==> src/design/tmr_pkg.sv <==
// package for the trigger and min/max recorder: register map, fields, timing, types
// assumes a 125 MHz ref_clk and a 32-bit avalon-mm register port
package tmr_pkg;
  localparam int NCH = 4;
  localparam int DW = 16;
  localparam int FAST_CH_A = 0;
  localparam int FAST_CH_B = 1;
  localparam int AW = 8;
  // timing
  localparam int CLK_PERIOD_NS = 8;
  localparam int TICK_NS = 100000;
  localparam int TICK_CYC = TICK_NS / CLK_PERIOD_NS;
  localparam int TICK_US = 100;
  localparam int STD_MIN_PERIOD_US = 1000;
  localparam logic [15:0] STD_MIN_TICKS = 16'(STD_MIN_PERIOD_US / TICK_US);
  localparam int MS_US = 1000;
  localparam logic [3:0] MS_TICKS = 4'(MS_US / TICK_US);
  localparam int RAPID_LIMIT_S = 120;
  localparam logic [31:0] RAPID_LIMIT_TICKS = 32'(RAPID_LIMIT_S * (1000000 / TICK_US));
  // register byte offsets
  localparam logic [AW-1:0] REG_CTRL = 8'h00;
  localparam logic [AW-1:0] REG_TRIG_TIME = 8'h04;
  localparam logic [AW-1:0] REG_SYS_TIME = 8'h08;
  localparam logic [AW-1:0] REG_DURATION = 8'h0C;
  localparam logic [AW-1:0] REG_INTERVAL = 8'h10;
  localparam logic [AW-1:0] REG_PERIOD = 8'h14;
  localparam logic [AW-1:0] REG_STATUS = 8'h18;
  localparam logic [1:0] RES_PAGE = 2'h1;
  // control and status fields
  localparam int CB_ARM = 0;
  localparam int CB_ABORT = 1;
  localparam int CB_MODE_A = 2;
  localparam int CB_EDGE_RISE = 4;
  localparam int CB_STOP_DUR = 5;
  localparam int CB_RAPID = 6;
  localparam int CB_LOGIC = 7;
  localparam int CB_LOGIC_AND = 8;
  localparam int CB_MODE_B = 9;
  localparam int SB_ERR = 8;
  localparam int SB_DONE = 9;
  // reset values
  localparam logic [31:0] CTRL_RST = 32'h0000_0000;
  localparam logic [15:0] PERIOD_RST = 16'h000A;
  localparam logic [15:0] INTERVAL_RST = 16'h0001;

  typedef enum logic [1:0] {SM_CAL = 2'h0, SM_EDGE = 2'h1, SM_KEY = 2'h2} tmr_smode_t;
  typedef enum logic [2:0] {ST_IDLE = 3'h1, ST_ARMED = 3'h2, ST_REC = 3'h4} tmr_state_t;
  typedef struct packed {
    logic [DW-1:0] cur;
    logic [DW-1:0] lo;
    logic [DW-1:0] hi;
  } tmr_rec_t;
endpackage

==> src/design/tmr_top.sv <==
// trigger control and per-interval current/min/max reduction for the sensor channels
// assumes synchronous inputs on ref_clk, an avalon-mm master and a seconds-based sys_time
//
// Contract
// - calendar mode starts at configured system time
// - edge mode starts on matching input edge
// - pre-existing input level never starts recording
// - start key starts recording, no parameters
// - duration stop ends after configured time
// - duration also limits logic-combined recordings
// - all channels sampled on common tick
// - standard format period at least 1 ms
// - current value is interval's last sample
// - lowest value is interval minimum
// - highest value is interval maximum
// - one triple saved per configured interval
// - rapid format saves fast channels every 0.1 ms
// - rapid format ignores all other channels
// - rapid format refused for logic-combined recordings
// - rapid recording stops at 120 seconds
// - AND-combined conditions must occur sequentially
//
// Design decisions made here: the placing of the registers and the Avalon-MM slave port.
`timescale 1ns/10ps
module tmr_top #(
  parameter int TICK_CYCLES = tmr_pkg::TICK_CYC
) (
  input wire logic ref_clk,
  input wire logic rst,
  input wire logic [tmr_pkg::AW-1:0] avs_address,
  input wire logic avs_read,
  input wire logic avs_write,
  input wire logic [31:0] avs_writedata,
  input wire logic [3:0] avs_byteenable,
  output logic [31:0] avs_readdata,
  output logic avs_waitrequest,
  input wire logic [31:0] sys_time,
  input wire logic ext_din,
  input wire logic operator_start_key,
  input wire logic [tmr_pkg::NCH-1:0][tmr_pkg::DW-1:0] chan_in,
  output logic recording,
  output logic [tmr_pkg::NCH-1:0] chan_active,
  output logic rec_valid,
  output tmr_pkg::tmr_rec_t [tmr_pkg::NCH-1:0] rec_data
);
  import tmr_pkg::*;

  function automatic logic [31:0] be_merge(input logic [31:0] old, input logic [31:0] nw,
                                           input logic [3:0] be);
    logic [31:0] r;
    r = old;
    for (int b = 0; b < 4; b++) begin
      if (be[b]) begin
        r[b*8 +: 8] = nw[b*8 +: 8];
      end
    end
    return r;
  endfunction

  function automatic logic cond_hit(input logic [1:0] m, input logic cal, input logic edg,
                                    input logic key);
    logic r;
    r = 1'b0;
    unique case (m)
      SM_CAL: r = cal;
      SM_EDGE: r = edg;
      SM_KEY: r = key;
      default: r = 1'b0;
    endcase
    return r;
  endfunction

  tmr_state_t state_r;
  logic ack_r;
  logic [31:0] rd_nxt;
  logic [31:0] ctrl_r, trig_time_r, duration_r;
  logic [15:0] interval_r, period_r;
  logic err_r, done_r;
  logic din_prev_r, key_prev_r, a_seen_r, b_seen_r;
  logic [31:0] tick_cnt_r, rec_ticks_r, ms_cnt_r;
  logic [3:0] ms_sub_r;
  logic [15:0] per_cnt_r, int_cnt_r;
  logic first_r, tick, samp_en, int_end;
  logic [15:0] eff_per, eff_int;
  logic cal_hit, edge_hit, key_hit, hit_a, hit_b, fire, stop;
  logic wr_ack, wr_ctrl, arm_w, abort_w;
  logic rapid, logic_m;

  assign rapid = ctrl_r[CB_RAPID];
  assign logic_m = ctrl_r[CB_LOGIC];
  assign avs_waitrequest = (avs_read | avs_write) & ~ack_r;
  assign wr_ack = avs_write & ack_r;
  assign wr_ctrl = wr_ack & (avs_address == REG_CTRL) & avs_byteenable[0];
  assign arm_w = wr_ctrl & avs_writedata[CB_ARM];
  assign abort_w = wr_ctrl & avs_writedata[CB_ABORT];
  assign recording = (state_r == ST_REC);

  // bus slave: one wait cycle, then answer
  always_ff @(posedge ref_clk or posedge rst) begin
    if (rst) begin
      ack_r <= 1'b0;
      avs_readdata <= 32'h0000_0000;
    end else begin
      ack_r <= (avs_read | avs_write) & ~ack_r;
      if (avs_read & ~ack_r) begin
        avs_readdata <= rd_nxt;
      end
    end
  end

  always_comb begin
    rd_nxt = 32'h0000_0000;
    if (avs_address[7:6] == RES_PAGE) begin
      unique case (avs_address[3:2])
        2'h0: rd_nxt = {16'h0000, rec_data[avs_address[5:4]].cur};
        2'h1: rd_nxt = {16'h0000, rec_data[avs_address[5:4]].lo};
        2'h2: rd_nxt = {16'h0000, rec_data[avs_address[5:4]].hi};
        default: rd_nxt = 32'h0000_0000;
      endcase
    end else begin
      unique case (avs_address)
        REG_CTRL: rd_nxt = {ctrl_r[31:2], 2'h0};
        REG_TRIG_TIME: rd_nxt = trig_time_r;
        REG_SYS_TIME: rd_nxt = sys_time;
        REG_DURATION: rd_nxt = duration_r;
        REG_INTERVAL: rd_nxt = {16'h0000, interval_r};
        REG_PERIOD: rd_nxt = {16'h0000, period_r};
        REG_STATUS: rd_nxt = {22'h000000, done_r, err_r, 5'h00, state_r};
        default: rd_nxt = 32'h0000_0000;
      endcase
    end
  end

  // configuration writes, locked while armed or recording
  always_ff @(posedge ref_clk or posedge rst) begin
    if (rst) begin
      ctrl_r <= CTRL_RST;
      trig_time_r <= 32'h0000_0000;
      duration_r <= 32'h0000_0000;
      interval_r <= INTERVAL_RST;
      period_r <= PERIOD_RST;
    end else if (wr_ack && state_r == ST_IDLE) begin
      unique case (avs_address)
        REG_CTRL: ctrl_r <= be_merge(ctrl_r, avs_writedata, avs_byteenable);
        REG_TRIG_TIME: trig_time_r <= be_merge(trig_time_r, avs_writedata, avs_byteenable);
        REG_DURATION: duration_r <= be_merge(duration_r, avs_writedata, avs_byteenable);
        REG_INTERVAL: interval_r <= 16'(be_merge({16'h0000, interval_r}, avs_writedata,
                                                 avs_byteenable));
        REG_PERIOD: period_r <= 16'(be_merge({16'h0000, period_r}, avs_writedata,
                                             avs_byteenable));
        default: ;
      endcase
    end
  end

  // start condition detection
  assign cal_hit = (sys_time >= trig_time_r);
  assign edge_hit = ctrl_r[CB_EDGE_RISE] ? (ext_din & ~din_prev_r)
                                         : (~ext_din & din_prev_r);
  assign key_hit = operator_start_key & ~key_prev_r;
  assign hit_a = cond_hit(ctrl_r[CB_MODE_A +: 2], cal_hit, edge_hit, key_hit);
  assign hit_b = cond_hit(ctrl_r[CB_MODE_B +: 2], cal_hit, edge_hit, key_hit);

  always_comb begin
    if (!logic_m) begin
      fire = hit_a;
    end else if (ctrl_r[CB_LOGIC_AND]) begin
      fire = (hit_a & ~hit_b & b_seen_r) | (hit_b & ~hit_a & a_seen_r);
    end else begin
      fire = hit_a | hit_b;
    end
  end

  always_ff @(posedge ref_clk or posedge rst) begin
    if (rst) begin
      din_prev_r <= 1'b0;
      key_prev_r <= 1'b0;
      a_seen_r <= 1'b0;
      b_seen_r <= 1'b0;
    end else begin
      din_prev_r <= ext_din;
      key_prev_r <= operator_start_key;
      a_seen_r <= (state_r == ST_ARMED) & (a_seen_r | hit_a);
      b_seen_r <= (state_r == ST_ARMED) & (b_seen_r | hit_b);
    end
  end

  // stop: duration, rapid limit, abort
  assign stop = abort_w
              | ((ctrl_r[CB_STOP_DUR] | logic_m) & (duration_r != 32'h0000_0000)
                 & (ms_cnt_r >= duration_r))
              | (rapid & (rec_ticks_r >= RAPID_LIMIT_TICKS));

  always_ff @(posedge ref_clk or posedge rst) begin
    if (rst) begin
      state_r <= ST_IDLE;
      err_r <= 1'b0;
      done_r <= 1'b0;
    end else begin
      unique case (state_r)
        ST_IDLE: begin
          if (arm_w) begin
            err_r <= avs_writedata[CB_RAPID] & avs_writedata[CB_LOGIC];
            done_r <= 1'b0;
            if (!(avs_writedata[CB_RAPID] & avs_writedata[CB_LOGIC])) begin
              state_r <= ST_ARMED;
            end
          end
        end
        ST_ARMED: begin
          if (abort_w) begin
            state_r <= ST_IDLE;
          end else if (fire) begin
            state_r <= ST_REC;
          end
        end
        ST_REC: begin
          if (stop) begin
            state_r <= ST_IDLE;
            done_r <= 1'b1;
          end
        end
      endcase
    end
  end

  // common sampling tick and recording timers
  assign tick = (tick_cnt_r == 32'(TICK_CYCLES - 1));
  assign eff_per = rapid ? 16'h0001
                 : ((period_r < STD_MIN_TICKS) ? STD_MIN_TICKS : period_r);
  assign eff_int = (rapid || interval_r == 16'h0000) ? 16'h0001 : interval_r;
  assign samp_en = recording & tick & (per_cnt_r == eff_per - 16'h0001);
  assign int_end = samp_en & (int_cnt_r == eff_int - 16'h0001);

  always_ff @(posedge ref_clk or posedge rst) begin
    if (rst) begin
      tick_cnt_r <= 32'h0000_0000;
    end else begin
      tick_cnt_r <= tick ? 32'h0000_0000 : tick_cnt_r + 32'h0000_0001;
    end
  end

  always_ff @(posedge ref_clk or posedge rst) begin
    if (rst) begin
      rec_ticks_r <= 32'h0000_0000;
      ms_cnt_r <= 32'h0000_0000;
      ms_sub_r <= 4'h0;
      per_cnt_r <= 16'h0000;
      int_cnt_r <= 16'h0000;
    end else if (!recording) begin
      rec_ticks_r <= 32'h0000_0000;
      ms_cnt_r <= 32'h0000_0000;
      ms_sub_r <= 4'h0;
      per_cnt_r <= 16'h0000;
      int_cnt_r <= 16'h0000;
    end else if (tick) begin
      rec_ticks_r <= rec_ticks_r + 32'h0000_0001;
      ms_sub_r <= (ms_sub_r == MS_TICKS - 4'h1) ? 4'h0 : ms_sub_r + 4'h1;
      if (ms_sub_r == MS_TICKS - 4'h1) begin
        ms_cnt_r <= ms_cnt_r + 32'h0000_0001;
      end
      per_cnt_r <= samp_en ? 16'h0000 : per_cnt_r + 16'h0001;
      if (samp_en) begin
        int_cnt_r <= int_end ? 16'h0000 : int_cnt_r + 16'h0001;
      end
    end
  end

  always_ff @(posedge ref_clk or posedge rst) begin
    if (rst) begin
      first_r <= 1'b1;
      rec_valid <= 1'b0;
    end else begin
      first_r <= !recording | int_end | (first_r & ~samp_en);
      rec_valid <= int_end;
    end
  end

  // per-channel reduction
  for (genvar i = 0; i < NCH; i++) begin : g_ch
    logic [DW-1:0] lo_r, hi_r, lo_n, hi_n;
    logic en;
    assign en = ~rapid | (i == FAST_CH_A) | (i == FAST_CH_B);
    assign chan_active[i] = recording & en;
    assign lo_n = (first_r || chan_in[i] < lo_r) ? chan_in[i] : lo_r;
    assign hi_n = (first_r || chan_in[i] > hi_r) ? chan_in[i] : hi_r;
    always_ff @(posedge ref_clk or posedge rst) begin
      if (rst) begin
        lo_r <= '0;
        hi_r <= '0;
        rec_data[i] <= '0;
      end else if (samp_en && en) begin
        lo_r <= lo_n;
        hi_r <= hi_n;
        if (int_end) begin
          rec_data[i] <= '{cur: chan_in[i], lo: lo_n, hi: hi_n};
        end
      end
    end
  end

  logic [31:0] gap_r;
  always_ff @(posedge ref_clk or posedge rst) begin
    if (rst) begin
      gap_r <= 32'h0000_0000;
    end else begin
      gap_r <= samp_en ? 32'h0000_0001 : gap_r + 32'h0000_0001;
    end
  end
endmodule

==> config.mk <==
export PLATFORM = sky130hd
export DESIGN_NAME = tmr_top
export DESIGN_NICKNAME = d
export VERILOG_FILES = /design/src/design/tmr_pkg.sv /design/src/design/tmr_top.sv
export SDC_FILE = /design/constraint.sdc
export NUM_CORES = 2
export LEC_CHECK = 0
export ABC_AREA = 1
export BUFFER_PORTS_ARGS = -buffer_cell sky130_fd_sc_hd__buf_2
export CORE_ASPECT_RATIO = 1.25
export CORE_MARGIN = 2
export CORE_UTILIZATION = 60
export CTS_CLUSTER_SIZE = 24
export DETAILED_ROUTE_END_ITERATION = 10
export PLACE_DENSITY = 0.83
export SLEW_MARGIN = 20
export SYNTH_ARGS = -nofsm -noshare
export SYNTH_HDL_FRONTEND = slang
export SYNTH_SLANG_ARGS = --single-unit
export TNS_END_PERCENT = 50
==> constraint.sdc <==
create_clock -name ref_clk -period 54.5 [get_ports ref_clk]
set_clock_uncertainty 0.15 [all_clocks]
set_input_delay 10.9 -clock ref_clk [delete_from_list [all_inputs] [get_ports ref_clk]]
set_output_delay 10.9 -clock ref_clk [all_outputs]
set_load 0.01 [all_outputs]
==> run_results.csv <==
group,metric,value,unit
setup_path,cp_slowest_cell,"buf_2",
yosys,synth_nets,5068,
yosys,synth_area_leaders,"dfrtp_1 (43%), nand2_1 (12%), o21ai_0 (7.4%), ha_1 (6.8%), inv_1 (5.9%)",
status,status,"finished clean",
power_and_ir_drop,switching_share,0.2798,
die,die-area,62520,um^2
clocking,insertion_delay,630,ps
global_routing,grt_max_degree,195,
power_and_ir_drop,p_int,0.0007582,W
yosys,postSynthCellCount,4724,
global_routing,overflow,0,
sta,rsz0062_at_grt,"false",
routing,wirelength,122200,um
power_and_ir_drop,combPwrFrac,0.116,
global_routing,grtUsageTotal,0.3901,
cells_and_area,final_area,40780,um^2
yosys,synth-seq-cells,622,
sta,max_clock_freq,44.75,MHz
routing,drt-initial-drc-count,3912,
power_and_ir_drop,clockPowerShare,0.439,
sta,setup_ws,32150,ps
global_routing,grt_pass1_vias,33500,
die,die_y,279.1,um
clocking,post_cts_buffers,0,
power_and_ir_drop,p_leak,20.47,nW
die,boundaryPins,377,
clocking,cts.sinks,622,
cells_and_area,drive_above_1_share,0.1084,
clocking,numCtsBuffers,66,
die,core_area,59680,um^2
die,start_util,0.6085,
global_routing,grt_pass1_wl,188500,um
power_and_ir_drop,power_density,25.82,nW/um^2
routing,drtAntennaViolNets,0,
global_routing,antenna_found_initial,15,
placement,portBuffers,376,
placement,gp_congestion,1.021,
clocking,cts_buffer_depth,3,
sta,slew_headroom,0.2445,
yosys,synth_top_area_frac,0.4251,
placement,dp_hpwl,88690,um
yosys,yosysMostFrequentCell,"nand2_1",
sta,worstMarginPinSlew,1124,ps
die,die_x,224.1,um
cells_and_area,nFillCells,4943,
setup_path,crit_chain,"buf_2 > nor2_1 > nor2_1 > buf_2",
clocking,cts_root_buffer,"clkbuf_16",
yosys,synth_edf_count,0,
power_and_ir_drop,peakVddDrop,25.71,uV
routing,vias_per_cell,6.066,
placement,placed_cell_area,38530,um^2
yosys,synth_area,36320,um^2
sta,hold_violations,0,
setup_path,critical_path.max_stage_delay,130,ps
power_and_ir_drop,power_switching,0.0002945,W
setup_path,critPathMaxFanout,2,
setup_path,endpoint_kind,"primary output",
placement,dp_slack,32150,ps
cells_and_area,area_growth,12.28,%
power_and_ir_drop,p_seq_frac,0.445,
die,fp-row-count,100,
clocking,h-tree-depth,3,
sta,setup_violations,0,
yosys,yosysTopAreaCell,"dfrtp_1",
clocking,clk_pin_slew_worst_paths,60,ps
clocking,cts_tree,"yes",
clocking,ctsResizeCount,0,
yosys,synth_flop_cell,"dfrtp_1",
job,maxCapViolations,0,
sta,fin_crit_sh,0.4100,
setup_path,path_class,"in -> out",
clocking,hold_buffers,0,
worst_hold_path,min_path_type,"reg -> reg",
yosys,ys_warn_count,0,
cells_and_area,nets,5330,
sta,period_minus_slack,22350,ps
yosys,synth_commonest_cells,"nand2_1 (1191), dfrtp_1 (617), inv_1 (567), o21ai_0 (539), nor2_1 (233)",
routing,firstDrtPassIters,7,
routing,drcViolationCount,0,
setup_path,setup.worst_path.start_class,"primary input",
yosys,synth-seq-area-share,0.4288,
setup_path,worst_ep_required_time,43450,ps
cells_and_area,final_core_util,0.6832,
routing,vias,35230,
setup_path,crit_arrival,11300,ps
yosys,synth_cell_type_count,61,
sta,drv_slew,0,
sta,finalSetupTns,0,ps
yosys,avgSynthCellArea,7.688,um^2
sta,holdWs,307.6,ps
yosys,synthArstFlopShare,1.000,
routing,drt-wirelength-per-cell,21.05,um
layout make-up:
class | count | area, um^2 | share of cell area
Tap cell | 765 | 957.2 | 0.02347
Timing Repair Buffer | 412 | 2176 | 0.05336
Clock buffer | 100 | 1992 | 0.04885
Sequential cell | 622 | 15570 | 0.3819
Multi-Input combinational cell | 3311 | 17690 | 0.4339
Clock inverter | 18 | 202.7 | 0.004971
Inverter | 573 | 2168 | 0.05317
Antenna cell | 7 | 17.52 | 0.0004296
critical path: cells and delay by family:
kind | cells | cell delay, ps
buffers and inverters | 2 | 240
AND/OR/NAND/NOR | 2 | 150
final timing paths:
kind	start	end	slack (ps)	depth (start not counted)
max in group asynchronous	rst	g_ch[2].hi_r[4]	40800	5
min reg2reg	tick_cnt_r[0]	tick_cnt_r[0]	310	1
max reg2reg	period_r[10]	rec_data[113]	49010	21
max	avs_write	avs_waitrequest	32150	4
min in group asynchronous	rst	avs_readdata[18]	10280	2
min	tick_cnt_r[0]	tick_cnt_r[0]	310	1
cell families (layout without fill, tap and decap cells):
logic type	Yosys count	in the layout	share of synthesized area
AOI/OAI and AO/OA	1103	1103	0.1733
xor gates and xnor gates	57	57	0.01450
adders and majority gates	198	198	0.06821
buffers and inverters	791	1103	0.08547
DFF	622	622	0.4288
muxes	1	1	0.0003100
other	0	7	0
and+or+nand+nor	1952	1952	0.2294
routing by layer:
layer,part of all wire,global-route usage,up-vias
li1,-,-,16410
met1,0.37,0.4765,16460
met2,0.44,0.5967,1908
met3,0.11,0.1075,445
met4,0.081,0.2785,10
met5,0.00042,0,-
per-stage QoR:
stage | power, W | cells
floorplan | 0.0005512 | 4724
global placement | 0.0005935 | 5682
detailed placement | 0.0005955 | 5682
CTS | 0.001051 | 5800
global route | 0.001083 | 5805
finish | 0.001053 | 5808
placed cells by master, fill, tap and decap left out, types with 8 or more instances in the layout:
master	n
nand2_1	1191
dfrtp_1	617
inv_1	563
o21ai_0	539
buf_2	376
nor2_1	229
nand3_1	206
ha_1	198
a21oi_1	186
nand4_1	175
o21ai_1	95
nor3_1	81
clkbuf_16	68
o21a_1	60
xor2_1	53
a22oi_1	49
buf_4	34
a221oi_1	32
nor4_1	29
o31ai_1	24
a21boi_0	18
clkbuf_8	17
o22ai_1	16
o211ai_1	15
clkbuf_1	15
nand3b_1	10
a31oi_1	10
a211oi_1	8
o2111ai_1	8
state kept, by name, indices dropped and copies added (netlist names), 16 cells and up:
| name | cells |
|---|---|
| tick_cnt_r | 32 |
| rec_ticks_r | 32 |
| ms_cnt_r | 32 |
| interval_r | 16 |
| trig_time_r | 32 |
| g_ch.hi_r | 64 |
| ctrl_r | 30 |
| avs_readdata | 32 |
| int_cnt_r | 16 |
| rec_data | 192 |
| g_ch.lo_r | 64 |
| duration_r | 32 |
| period_r | 16 |
| per_cnt_r | 16 |
power by group through the flow:
stage	Sequential, W	Clock, W	Combinational, W
finish	0.000468	0.000462	0.000122
global route	0.000468	0.000482	0.000133
CTS	0.000468	0.000464	0.000120
detailed placement	0.000476	0	0.000119
global placement	0.000476	0	0.000117
floorplan	0.000477	0	0.0000744
Note: power is estimated with default switching activity, not from simulation.
